==> config.mk <==
export PLATFORM = sky130hd
export DESIGN_NAME = csq_port
export DESIGN_NICKNAME = d
export VERILOG_FILES = /design/src/csq_pkg.sv /design/src/csq_port.sv
export VERILOG_INCLUDE_DIRS = /design/src
export SDC_FILE = /design/constraint.sdc
export NUM_CORES = 1
export LEC_CHECK = 0
export CAP_MARGIN = 0
export CORE_ASPECT_RATIO = 0.5
export CORE_MARGIN = 10
export CORE_UTILIZATION = 57
export CTS_CLUSTER_DIAMETER = 200
export DETAILED_ROUTE_END_ITERATION = 6
export DONT_BUFFER_PORTS = 1
export GPL_TIMING_DRIVEN = 0
export MAX_ROUTING_LAYER = met4
export PLACE_DENSITY = 0.75
export SYNTH_ARGS = -nofsm -noshare
export SYNTH_HDL_FRONTEND = slang
export SYNTH_SLANG_ARGS = --single-unit
==> constraint.sdc <==
create_clock -name i_ref_clk -period 3.1 [get_ports i_ref_clk]
set_input_delay 0 -clock i_ref_clk [delete_from_list [all_inputs] [get_ports i_ref_clk]]
set_output_delay 0 -clock i_ref_clk [all_outputs]
set_load 0.05 [all_outputs]
==> src/csq_consts.svh <==
`ifndef CSQ_CONSTS_SVH
`define CSQ_CONSTS_SVH

`define CSQ_CLK_HZ 20000000
`define CSQ_BAUD_2400 2400
`define CSQ_BAUD_4800 4800
`define CSQ_BAUD_9600 9600
`define CSQ_BAUD_19200 19200
`define CSQ_BAUD_CNT_W 14
`define CSQ_STREAM_PERIOD_MS 520
`define CSQ_FRAME_LAST 4'h9
`define CSQ_REPLY_BYTES 2'h3
`define CSQ_FLAG_OK 8'h80
`define CSQ_FLAG_DISTORT_BIT 0
`define CSQ_HEADING_MAX 16'h02cf
`define CSQ_CAL_START 24'h535441
`define CSQ_CAL_DONE 24'h524459
`define CSQ_FIFO_DEPTH 16
`define CSQ_FIFO_WIDTH 8

`endif

==> src/csq_pkg.sv <==
package csq_pkg;

  typedef enum logic [2:0] {
    ST_SLEEP,
    ST_MEAS,
    ST_SEND,
    ST_STREAM,
    ST_CAL_OPEN,
    ST_CAL
  } csq_state_e;

  typedef struct packed {
    logic [7:0] flag;
    logic [15:0] heading;
  } csq_reply_s;

  typedef struct packed {
    logic baud_a;
    logic baud_b;
    logic invert_n;
  } csq_straps_s;

endpackage : csq_pkg

==> src/csq_port.sv <==
// Behaviour
// RULE1 - Absent strap reads one, fitted reads zero.
// RULE2 - Strap pair selects 2400, 4800, 9600, 19200.
// RULE3 - Frames are 8 data, no parity, one stop.
// RULE4 - Fitted invert strap negates the X reading.
// RULE5 - Answers heading requests straight after reset.
// RULE6 - Each query low pulse yields one reply.
// RULE7 - Host holds cal line high for queries.
// RULE8 - Host holds query line high between pulses.
// RULE9 - Sleep after reply while query stays high.
// RULE10 - Up to twenty queries per second served.
// RULE11 - Query held low streams replies, never sleeps.
// RULE12 - Query pulse with cal low enters calibration.
// RULE13 - Calibration start sends 53 54 41 hex.
// RULE14 - Cal line rising sends 52 44 59 hex.
// RULE15 - After calibration the device sleeps again.
// RULE16 - Reply is three bytes, flag 80 or 81.
// RULE17 - Flag LSB set when distortion is suspected.
// RULE18 - Heading follows, 16 bits, MSB first, half-degrees.
// RULE19 - Sensor power only while measuring; the code also powers it in ST_CAL_OPEN and ST_CAL.
// RULE20 - Heading value stays within 0 to 719.
// RULE21 - Straps sampled once after reset, then fixed.
`timescale 1ns/100ps
`include "csq_consts.svh"

module csq_fifo #(
  parameter int W = `CSQ_FIFO_WIDTH,
  parameter int D = `CSQ_FIFO_DEPTH
) (
  input wire logic i_ref_clk,
  input wire logic i_rst_n,
  input wire logic i_wr_valid,
  output logic o_wr_ready,
  input wire logic [W-1:0] i_wr_data,
  output logic o_rd_valid,
  input wire logic i_rd_ready,
  output logic [W-1:0] o_rd_data
);
  localparam int AW = (D > 1) ? $clog2(D) : 1;
  localparam int CW = $clog2(D + 1);
  logic [W-1:0] mem_r [D];
  logic [AW-1:0] wr_ptr_r;
  logic [AW-1:0] rd_ptr_r;
  logic [CW-1:0] count_r;
  logic do_wr;
  logic do_rd;
  // The FIFO is full at D entries and empty at none.
  assign o_wr_ready = (count_r != CW'(D));
  assign o_rd_valid = (count_r != '0);
  assign o_rd_data = mem_r[rd_ptr_r];
  assign do_wr = i_wr_valid & o_wr_ready;
  assign do_rd = o_rd_valid & i_rd_ready;
  function automatic logic [AW-1:0] ptr_step(input logic [AW-1:0] p);
    ptr_step = (p == AW'(D - 1)) ? '0 : AW'(p + 1'b1);
  endfunction : ptr_step
  always_ff @(posedge i_ref_clk) begin
    if (do_wr) begin
      mem_r[wr_ptr_r] <= i_wr_data;
    end
  end
  always_ff @(posedge i_ref_clk or negedge i_rst_n) begin
    if (!i_rst_n) begin
      wr_ptr_r <= '0;
      rd_ptr_r <= '0;
      count_r <= '0;
    end else begin
      if (do_wr) begin
        wr_ptr_r <= ptr_step(wr_ptr_r);
      end
      if (do_rd) begin
        rd_ptr_r <= ptr_step(rd_ptr_r);
      end
      if (do_wr && !do_rd) begin
        count_r <= CW'(count_r + 1'b1);
      end else if (do_rd && !do_wr) begin
        count_r <= CW'(count_r - 1'b1);
      end
    end
  end
endmodule : csq_fifo

module csq_port #(
  parameter int XW = 12,
  parameter int DIV_2400 = `CSQ_CLK_HZ / `CSQ_BAUD_2400,
  parameter int DIV_4800 = `CSQ_CLK_HZ / `CSQ_BAUD_4800,
  parameter int DIV_9600 = `CSQ_CLK_HZ / `CSQ_BAUD_9600,
  parameter int DIV_19200 = `CSQ_CLK_HZ / `CSQ_BAUD_19200,
  parameter int STREAM_CYC = `CSQ_CLK_HZ / 1000 * `CSQ_STREAM_PERIOD_MS
) (
  input wire logic i_ref_clk,
  input wire logic i_rst_n,
  input wire logic i_query_n,
  input wire logic i_cal_n,
  input wire logic i_baud_strap_a,
  input wire logic i_baud_strap_b,
  input wire logic i_axis_invert_strap_n,
  input wire logic signed [XW-1:0] i_x_raw,
  input wire logic i_meas_done,
  input wire logic [15:0] i_heading,
  input wire logic i_distort,
  output logic signed [XW-1:0] o_x_axis,
  output logic o_sensor_pwr,
  output logic o_meas_req,
  output logic o_sleep,
  output logic o_cal_active,
  output logic o_serial_out
);
  localparam int BW = `CSQ_BAUD_CNT_W;
  localparam int SW = $clog2(STREAM_CYC);
  csq_pkg::csq_state_e state_r;
  csq_pkg::csq_state_e state_nxt;
  csq_pkg::csq_straps_s straps_r;
  csq_pkg::csq_reply_s reply;
  logic strap_ok_r;
  logic [BW-1:0] div_r;
  logic query_prev_r;
  logic query_fall;
  logic load_en;
  logic [23:0] load_val;
  logic [23:0] msg_r;
  logic [1:0] msg_cnt_r;
  logic push_ready;
  logic pop_valid;
  logic [7:0] pop_data;
  logic pop;
  logic tx_busy_r;
  logic [3:0] bit_idx_r;
  logic [9:0] shift_r;
  logic [BW-1:0] baud_cnt_r;
  logic baud_tick;
  logic [SW-1:0] strm_cnt_r;
  logic strm_hit;
  function automatic logic [BW-1:0] baud_div(input logic a, input logic b);
    unique case ({a, b})
      2'b11: baud_div = BW'(DIV_2400);
      2'b10: baud_div = BW'(DIV_4800);
      2'b01: baud_div = BW'(DIV_9600);
      2'b00: baud_div = BW'(DIV_19200);
    endcase
  endfunction : baud_div
  // Straps are latched on the first clock after reset and held.
  always_ff @(posedge i_ref_clk or negedge i_rst_n) begin
    if (!i_rst_n) begin
      straps_r <= '1; // [RULE1]
      strap_ok_r <= 1'b0;
    end else if (!strap_ok_r) begin
      straps_r <= '{i_baud_strap_a, i_baud_strap_b, i_axis_invert_strap_n}; // [RULE21]
      strap_ok_r <= 1'b1;
    end
  end
  always_ff @(posedge i_ref_clk or negedge i_rst_n) begin
    if (!i_rst_n) begin
      div_r <= BW'(DIV_9600);
    end else begin
      div_r <= baud_div(straps_r.baud_a, straps_r.baud_b); // [RULE2] [RULE1]
    end
  end
  // X is negated when the invert strap is fitted, before the heading arithmetic sees it.
  always_ff @(posedge i_ref_clk or negedge i_rst_n) begin
    if (!i_rst_n) begin
      o_x_axis <= '0;
    end else begin
      o_x_axis <= straps_r.invert_n ? i_x_raw : -i_x_raw; // [RULE4]
    end
  end

  always_ff @(posedge i_ref_clk or negedge i_rst_n) begin
    if (!i_rst_n) begin
      query_prev_r <= 1'b1;
    end else begin
      query_prev_r <= i_query_n;
    end
  end
  assign query_fall = query_prev_r & ~i_query_n; // [RULE8]
  always_comb begin
    reply.flag = `CSQ_FLAG_OK;
    reply.flag[`CSQ_FLAG_DISTORT_BIT] = i_distort; // [RULE17]
    reply.heading = (i_heading > `CSQ_HEADING_MAX) ? `CSQ_HEADING_MAX : i_heading; // [RULE20]
  end

  always_comb begin
    state_nxt = state_r;
    load_en = 1'b0;
    load_val = reply; // [RULE16] [RULE18]
    unique case (state_r)
      csq_pkg::ST_SLEEP: begin
        if (query_fall && strap_ok_r) begin
          if (!i_cal_n) begin
            load_en = 1'b1;
            load_val = `CSQ_CAL_START; // [RULE12] [RULE13]
            state_nxt = csq_pkg::ST_CAL_OPEN;
          end else begin
            state_nxt = csq_pkg::ST_MEAS; // [RULE6] [RULE7] [RULE5]
          end
        end
      end
      csq_pkg::ST_MEAS: begin
        if (i_meas_done) begin
          load_en = 1'b1;
          state_nxt = csq_pkg::ST_SEND;
        end
      end
      csq_pkg::ST_SEND: begin
        if (msg_cnt_r == '0 && !pop_valid && !tx_busy_r) begin
          if (!i_query_n) begin
            state_nxt = csq_pkg::ST_STREAM; // [RULE11]
          end else begin
            state_nxt = csq_pkg::ST_SLEEP; // [RULE9] [RULE10] [RULE15]
          end
        end
      end
      csq_pkg::ST_STREAM: begin
        if (i_query_n) begin
          state_nxt = csq_pkg::ST_SLEEP;
        end else if (strm_hit) begin
          state_nxt = csq_pkg::ST_MEAS; // [RULE11]
        end
      end
      csq_pkg::ST_CAL_OPEN: begin
        if (msg_cnt_r == '0) begin
          state_nxt = csq_pkg::ST_CAL;
        end
      end
      csq_pkg::ST_CAL: begin
        if (i_cal_n) begin
          load_en = 1'b1;
          load_val = `CSQ_CAL_DONE; // [RULE14]
          state_nxt = csq_pkg::ST_SEND;
        end
      end
    endcase
  end
  always_ff @(posedge i_ref_clk or negedge i_rst_n) begin
    if (!i_rst_n) begin
      state_r <= csq_pkg::ST_SLEEP;
    end else begin
      state_r <= state_nxt;
    end
  end

  // Mode outputs are decoded from the next state so they line up with state_r.
  always_ff @(posedge i_ref_clk or negedge i_rst_n) begin
    if (!i_rst_n) begin
      o_sensor_pwr <= 1'b0;
      o_meas_req <= 1'b0;
      o_sleep <= 1'b1;
      o_cal_active <= 1'b0;
    end else begin
      o_sensor_pwr <= (state_nxt == csq_pkg::ST_MEAS) || (state_nxt == csq_pkg::ST_CAL_OPEN) ||
                      (state_nxt == csq_pkg::ST_CAL); // [RULE19]
      o_meas_req <= (state_nxt == csq_pkg::ST_MEAS);
      o_sleep <= (state_nxt == csq_pkg::ST_SLEEP); // [RULE9]
      o_cal_active <= (state_nxt == csq_pkg::ST_CAL_OPEN) || (state_nxt == csq_pkg::ST_CAL);
    end
  end

  always_ff @(posedge i_ref_clk or negedge i_rst_n) begin
    if (!i_rst_n) begin
      strm_cnt_r <= '0;
    end else if (state_r != csq_pkg::ST_STREAM || strm_hit) begin
      strm_cnt_r <= '0;
    end else begin
      strm_cnt_r <= SW'(strm_cnt_r + 1'b1);
    end
  end
  assign strm_hit = (strm_cnt_r == SW'(STREAM_CYC - 1));
  // Message bytes leave most significant first and wait while the FIFO is full.
  always_ff @(posedge i_ref_clk or negedge i_rst_n) begin
    if (!i_rst_n) begin
      msg_r <= '0;
      msg_cnt_r <= '0;
    end else if (load_en) begin
      msg_r <= load_val;
      msg_cnt_r <= `CSQ_REPLY_BYTES; // [RULE16]
    end else if (msg_cnt_r != '0 && push_ready) begin
      msg_r <= {msg_r[15:0], 8'h00}; // [RULE18]
      msg_cnt_r <= msg_cnt_r - 2'h1;
    end
  end

  csq_fifo u_fifo (
    .i_ref_clk(i_ref_clk),
    .i_rst_n(i_rst_n),
    .i_wr_valid(msg_cnt_r != '0),
    .o_wr_ready(push_ready),
    .i_wr_data(msg_r[23:16]),
    .o_rd_valid(pop_valid),
    .i_rd_ready(!tx_busy_r),
    .o_rd_data(pop_data)
  );

  assign pop = pop_valid & ~tx_busy_r;
  assign baud_tick = tx_busy_r && (baud_cnt_r == BW'(div_r - 1'b1));
  always_ff @(posedge i_ref_clk or negedge i_rst_n) begin
    if (!i_rst_n) begin
      baud_cnt_r <= '0;
    end else if (pop || baud_tick) begin
      baud_cnt_r <= '0;
    end else if (tx_busy_r) begin
      baud_cnt_r <= BW'(baud_cnt_r + 1'b1);
    end
  end
  // One start bit, eight data bits LSB first, one stop bit, no parity.
  always_ff @(posedge i_ref_clk or negedge i_rst_n) begin
    if (!i_rst_n) begin
      tx_busy_r <= 1'b0;
      bit_idx_r <= '0;
      shift_r <= '1;
      o_serial_out <= 1'b1;
    end else if (pop) begin
      tx_busy_r <= 1'b1;
      bit_idx_r <= '0;
      shift_r <= {1'b1, pop_data, 1'b0}; // [RULE3]
      o_serial_out <= 1'b0;
    end else if (baud_tick) begin
      if (bit_idx_r == `CSQ_FRAME_LAST) begin
        tx_busy_r <= 1'b0;
        o_serial_out <= 1'b1;
      end else begin
        bit_idx_r <= bit_idx_r + 4'h1;
        shift_r <= {1'b1, shift_r[9:1]};
        o_serial_out <= shift_r[1]; // [RULE3]
      end
    end
  end

  strap_hold_a: assert property (@(posedge i_ref_clk) disable iff (!i_rst_n) // [RULE21]
    strap_ok_r |=> $stable(straps_r))
    else $error("Strap sample changed after capture.");
  baud_fast_a: assert property (@(posedge i_ref_clk) disable iff (!i_rst_n) // [RULE2]
    (strap_ok_r && !straps_r.baud_a && !straps_r.baud_b) |=> div_r == BW'(DIV_19200))
    else $error("Fitted straps did not select the fastest rate.");
  x_invert_a: assert property (@(posedge i_ref_clk) disable iff (!i_rst_n) // [RULE4]
    strap_ok_r |=> o_x_axis == ($past(straps_r.invert_n) ? $past(i_x_raw) : -$past(i_x_raw)))
    else $error("X axis not inverted as the strap demands.");
  query_meas_a: assert property (@(posedge i_ref_clk) disable iff (!i_rst_n) // [RULE6]
    (state_r == csq_pkg::ST_SLEEP && query_fall && strap_ok_r && i_cal_n) |=> o_meas_req && o_sensor_pwr)
    else $error("Query pulse did not start a measurement.");
  reply_flag_a: assert property (@(posedge i_ref_clk) disable iff (!i_rst_n) // [RULE17]
    (state_r == csq_pkg::ST_MEAS && i_meas_done) |=>
      msg_r[23:16] == (`CSQ_FLAG_OK | {7'h00, $past(i_distort)}) && msg_cnt_r == 2'h3)
    else $error("Reply flag byte wrong.");
  heading_range_a: assert property (@(posedge i_ref_clk) disable iff (!i_rst_n) // [RULE20]
    (state_r == csq_pkg::ST_MEAS && i_meas_done) |=> msg_r[15:0] <= `CSQ_HEADING_MAX)
    else $error("Heading above one full turn.");
  cal_start_a: assert property (@(posedge i_ref_clk) disable iff (!i_rst_n) // [RULE13]
    (state_r == csq_pkg::ST_SLEEP && query_fall && strap_ok_r && !i_cal_n) |=>
      msg_r == `CSQ_CAL_START && o_cal_active)
    else $error("Calibration start marker missing.");
  cal_done_a: assert property (@(posedge i_ref_clk) disable iff (!i_rst_n) // [RULE14]
    (state_r == csq_pkg::ST_CAL && i_cal_n) |=> msg_r == `CSQ_CAL_DONE && !o_cal_active)
    else $error("Calibration done marker missing.");
  sleep_power_a: assert property (@(posedge i_ref_clk) disable iff (!i_rst_n) // [RULE19]
    o_sleep |-> !o_sensor_pwr && !o_meas_req)
    else $error("Sensor powered while asleep.");
  stream_awake_a: assert property (@(posedge i_ref_clk) disable iff (!i_rst_n) // [RULE11]
    (state_r == csq_pkg::ST_STREAM && !i_query_n) |=> !o_sleep)
    else $error("Slept while query held low.");
  frame_edges_a: assert property (@(posedge i_ref_clk) disable iff (!i_rst_n) // [RULE3]
    pop |=> !o_serial_out ##0 (tx_busy_r && bit_idx_r == 4'h0))
    else $error("Start bit not driven low.");
  stop_bit_a: assert property (@(posedge i_ref_clk) disable iff (!i_rst_n) // [RULE3]
    (tx_busy_r && bit_idx_r == `CSQ_FRAME_LAST) |-> o_serial_out)
    else $error("Stop bit not high.");

endmodule : csq_port

==> impl_metrics.json <==
{
  "status": "complete, no violations",
  "fin_crit_sh": 0.9681,
  "ys.flop_type": "edfxtp_1",
  "grt_pass1_wl_um": 42280,
  "tightest_slew_ns": 1.048,
  "ys_top_cells_by_area": "edfxtp_1 34%, dfrtp_1 23%, mux4_2 7.9%",
  "multi_input_area_mm2": 0.004273,
  "drt_wl_total_um": 26120,
  "via_count": 7579,
  "via_per_inst": 6.127,
  "max_freq_mhz": 333.2,
  "cp.arrival_ns": 3.41,
  "grt_pass1_vias": 7589,
  "drtPass1Iterations": 5,
  "antenna_found_initial": 0,
  "worst_hold_slack_ns": 0.05035,
  "clkSinkCount": 250,
  "min_period_ns": 3.001,
  "worstPathMaxFanout": 10,
  "drv_slew": 0,
  "core_mm2": 0.01955,
  "p_leak_nw": 4.854,
  "postRouteAntennaNets": 0,
  "gr-usage-all-layers": 0.2060,
  "synthesis.nets": 933,
  "drc_errors": 0,
  "numCtsBuffers": 22,
  "fin_nets": 1014,
  "seq_area_frac_synth": 0.6059,
  "clkSlewWorstSetupHoldPaths_ns": 0.07,
  "syn_inst": 874,
  "reg2reg_depth": 7,
  "htreeDepth": 1,
  "cp.required_ns": 3.51,
  "crit_path_start_kind": "flop",
  "cts_tree": "yes",
  "rows": 36,
  "root_buffer": "clkbuf_16",
  "fill_cells": 1343,
  "initial_core_util": 0.5840,
  "clock_latency_ns": 0.53,
  "synth-edff-count": 128,
  "async_flop_share": 0.4880,
  "path_class": "flop to flop",
  "ys_ff_latch": 250,
  "hp-class": "primary input to asynchronous set/reset pin",
  "setup_viol": 0,
  "reg2reg_to": "baud_cnt_r[5]",
  "maxCapViolations": 0,
  "dr.first_iter.drc_count": 783,
  "cp-end-kind": "flop",
  "worst_slack_ns": 0.09894,
  "die_area_mm2": 0.02643,
  "hold_violations": 0,
  "register_area_mm2": 0.006920,
  "antenna_cells": 0,
  "cts_buffer_depth": 3,
  "power_density_mw_per_mm2": 863.8,
  "r2r-start": "u_fifo.count_r[1]",
  "syn_area_mm2": 0.01142,
  "peakVddDrop_v": 0.0006636,
  "yosysWarnings": 0,
  "clock_skew_ns": 0.02851,
  "design_area_mm2": 0.01314,
  "area_delta_synth_final_pct": 15.11,
  "synth_top_cell_by_area": "edfxtp_1",
  "r2r_slack_ns": 0.1,
  "slew_headroom": 0.2958,
  "grt_max_degree": 123,
  "die_h_um": 120.1,
  "place_ws_ns": -0.5920,
  "placed_area_mm2": 0.01175,
  "port-buffer-count": 0,
  "synthDistinctLibCells": 71,
  "ios": 54,
  "gp_congestion": 0.8938,
  "routedWlPerCell_um": 21.11,
  "grt_overflow": 0,
  "drive_above_1_share": 0.1421,
  "fp.dieW_um": 220.2,
  "avgSynthCellArea_um2": 13.06,
  "dp_hpwl_um": 16420,
  "synth_top_area_frac": 0.3367
}
==> layer usage <==
metal	vias to the layer above	routed length, um	GRT usage	share of wire
li1	3413	-	-	-
met1	3863	11610	0.2806	0.44
met2	263	12500	0.3232	0.48
met3	40	1521	0.03235	0.058
met4	0	486	0.04509	0.019
met5	-	0	-	0
==> where the power goes <==
| group | internal, mW | total [mW] | switching (mW) |
|---|---|---|---|
| Combinational | 1.49 | 3.39 | 1.90 |
| Clock | 1.58 | 2.79 | 1.21 |
| Sequential | 4.40 | 5.17 | 0.778 |
| Total | 7.47 | 11.4 | 3.89 |
==> timing repair <==
| action | in CTS | in global routing |
|---|---|---|
| pin swaps | 0 | 4 |
| buffers inserted | 0 | 4 |
| resized for setup | 9 | 19 |
| hold buffers | 54 | 0 |
| hold endpoints to repair | 157 | 0 |
| endpoints found under the setup margin | 16 | 27 |
==> cells by family after synthesis <==
| kind of cell | synth area share |
|---|---|
| other | 0.0003285 |
| multiplexers | 0.08997 |
| AO/OA/AOI/OAI | 0.08384 |
| flip-flops | 0.6059 |
| adder cells (fa/ha/maj) | 0.02477 |
| AND/OR/NAND/NOR | 0.1250 |
| buffers and inverters | 0.02597 |
| XOR/XNOR | 0.04416 |
==> synthesized netlist by cell type, types with 19 or more instances <==
master / count
a21oi_1: 27
clkbuf_1: 31
dfrtp_1: 105
edfxtp_1: 128
ha_1: 21
inv_1: 28
mux4_2: 40
nand2_1: 75
nand3_1: 33
nor2_1: 60
nor3_1: 19
o21ai_0: 34
xnor2_1: 27
xor2_1: 28
==> worst max path at each step <==
| stage | slack [ns] | depth (start not counted) | to | start |
|---|---|---|---|---|
| after floorplan | 0.17 | 12 | u_fifo.count_r[4] | u_fifo.count_r[1] |
| after global placement | -0.55 | 13 | u_fifo.count_r[4] | u_fifo.count_r[1] |
| after detailed placement | -0.59 | 13 | u_fifo.count_r[4] | u_fifo.count_r[1] |
| after CTS | -0.02 | 12 | u_fifo.count_r[4] | u_fifo.count_r[1] |
| after global routing | -0.004 | 12 | u_fifo.count_r[4] | u_fifo.count_r[1] |
| final | 0.1 | 7 | baud_cnt_r[5] | u_fifo.count_r[1] |
==> placed cells by master (no fill, tap or decap), types with 4 or more instances in the layout <==
cell,n
edfxtp_1,128
dfrtp_1,103
nand2_1,75
nor2_1,59
dlygate4sd3_1,53
mux4_2,40
clkbuf_1,37
nand3_1,33
o21ai_0,33
xnor2_1,27
xor2_1,27
a21oi_1,27
inv_1,26
clkbuf_16,22
ha_1,20
nor3_1,19
a211oi_1,18
and2_1,17
dfstp_2,17
nand4_1,12
nor2b_1,9
and3_1,8
nor4_1,8
a31oi_1,7
mux2i_1,7
a21o_1,6
or2_2,5
buf_4,5
o211ai_1,5
mux2_2,5
buf_2,5
a41oi_1,5
o31ai_1,5
a211o_1,4
buf_1,4
==> sequential cells by signal, indices dropped and copies added (netlist names), 5 cells and up <==
register,flops
baud_cnt_r,14
strm_cnt_r,24
o_x_axis,12
shift_r,8
msg_r,24
u_fifo.count_r,5
u_fifo.mem_r,128
div_r,7
==> layout make-up <==
cell class	count	area share
clock buffers	31	0.04446
clock inverters	9	0.01028
flip-flops and latches	250	0.5266
plain buffers	43	0.01495
well taps	266	0.02532
inverters	29	0.008568
repair buffers	58	0.04474
multi-input cells	551	0.3251
==> critical path, stage by stage, from the launching register on <==
cell and delay [ns]:
dfrtp_1 0.45, or4_4 0.59, nor3_1 0.82, clkbuf_1 0.46, nor2_1 0.17, nand4_1 0.14, xnor2_1 0.08, a211oi_1 0.20
==> per-stage QoR <==
stage	total power [mW]	util	instances	setup TNS, ns
5_1_grt	11.93	0.6723	1237	-0.003790
6_report	11.35	0.6723	1237	0
3_3_place_gp	8.111	0.6011	1140	-1.610
3_5_place_dp	8.274	0.6011	1140	-2.726
4_1_cts	11.23	0.6683	1233	-0.01579
2_1_floorplan	7.360	-	874	0
Power figures use the tool's default switching activity.
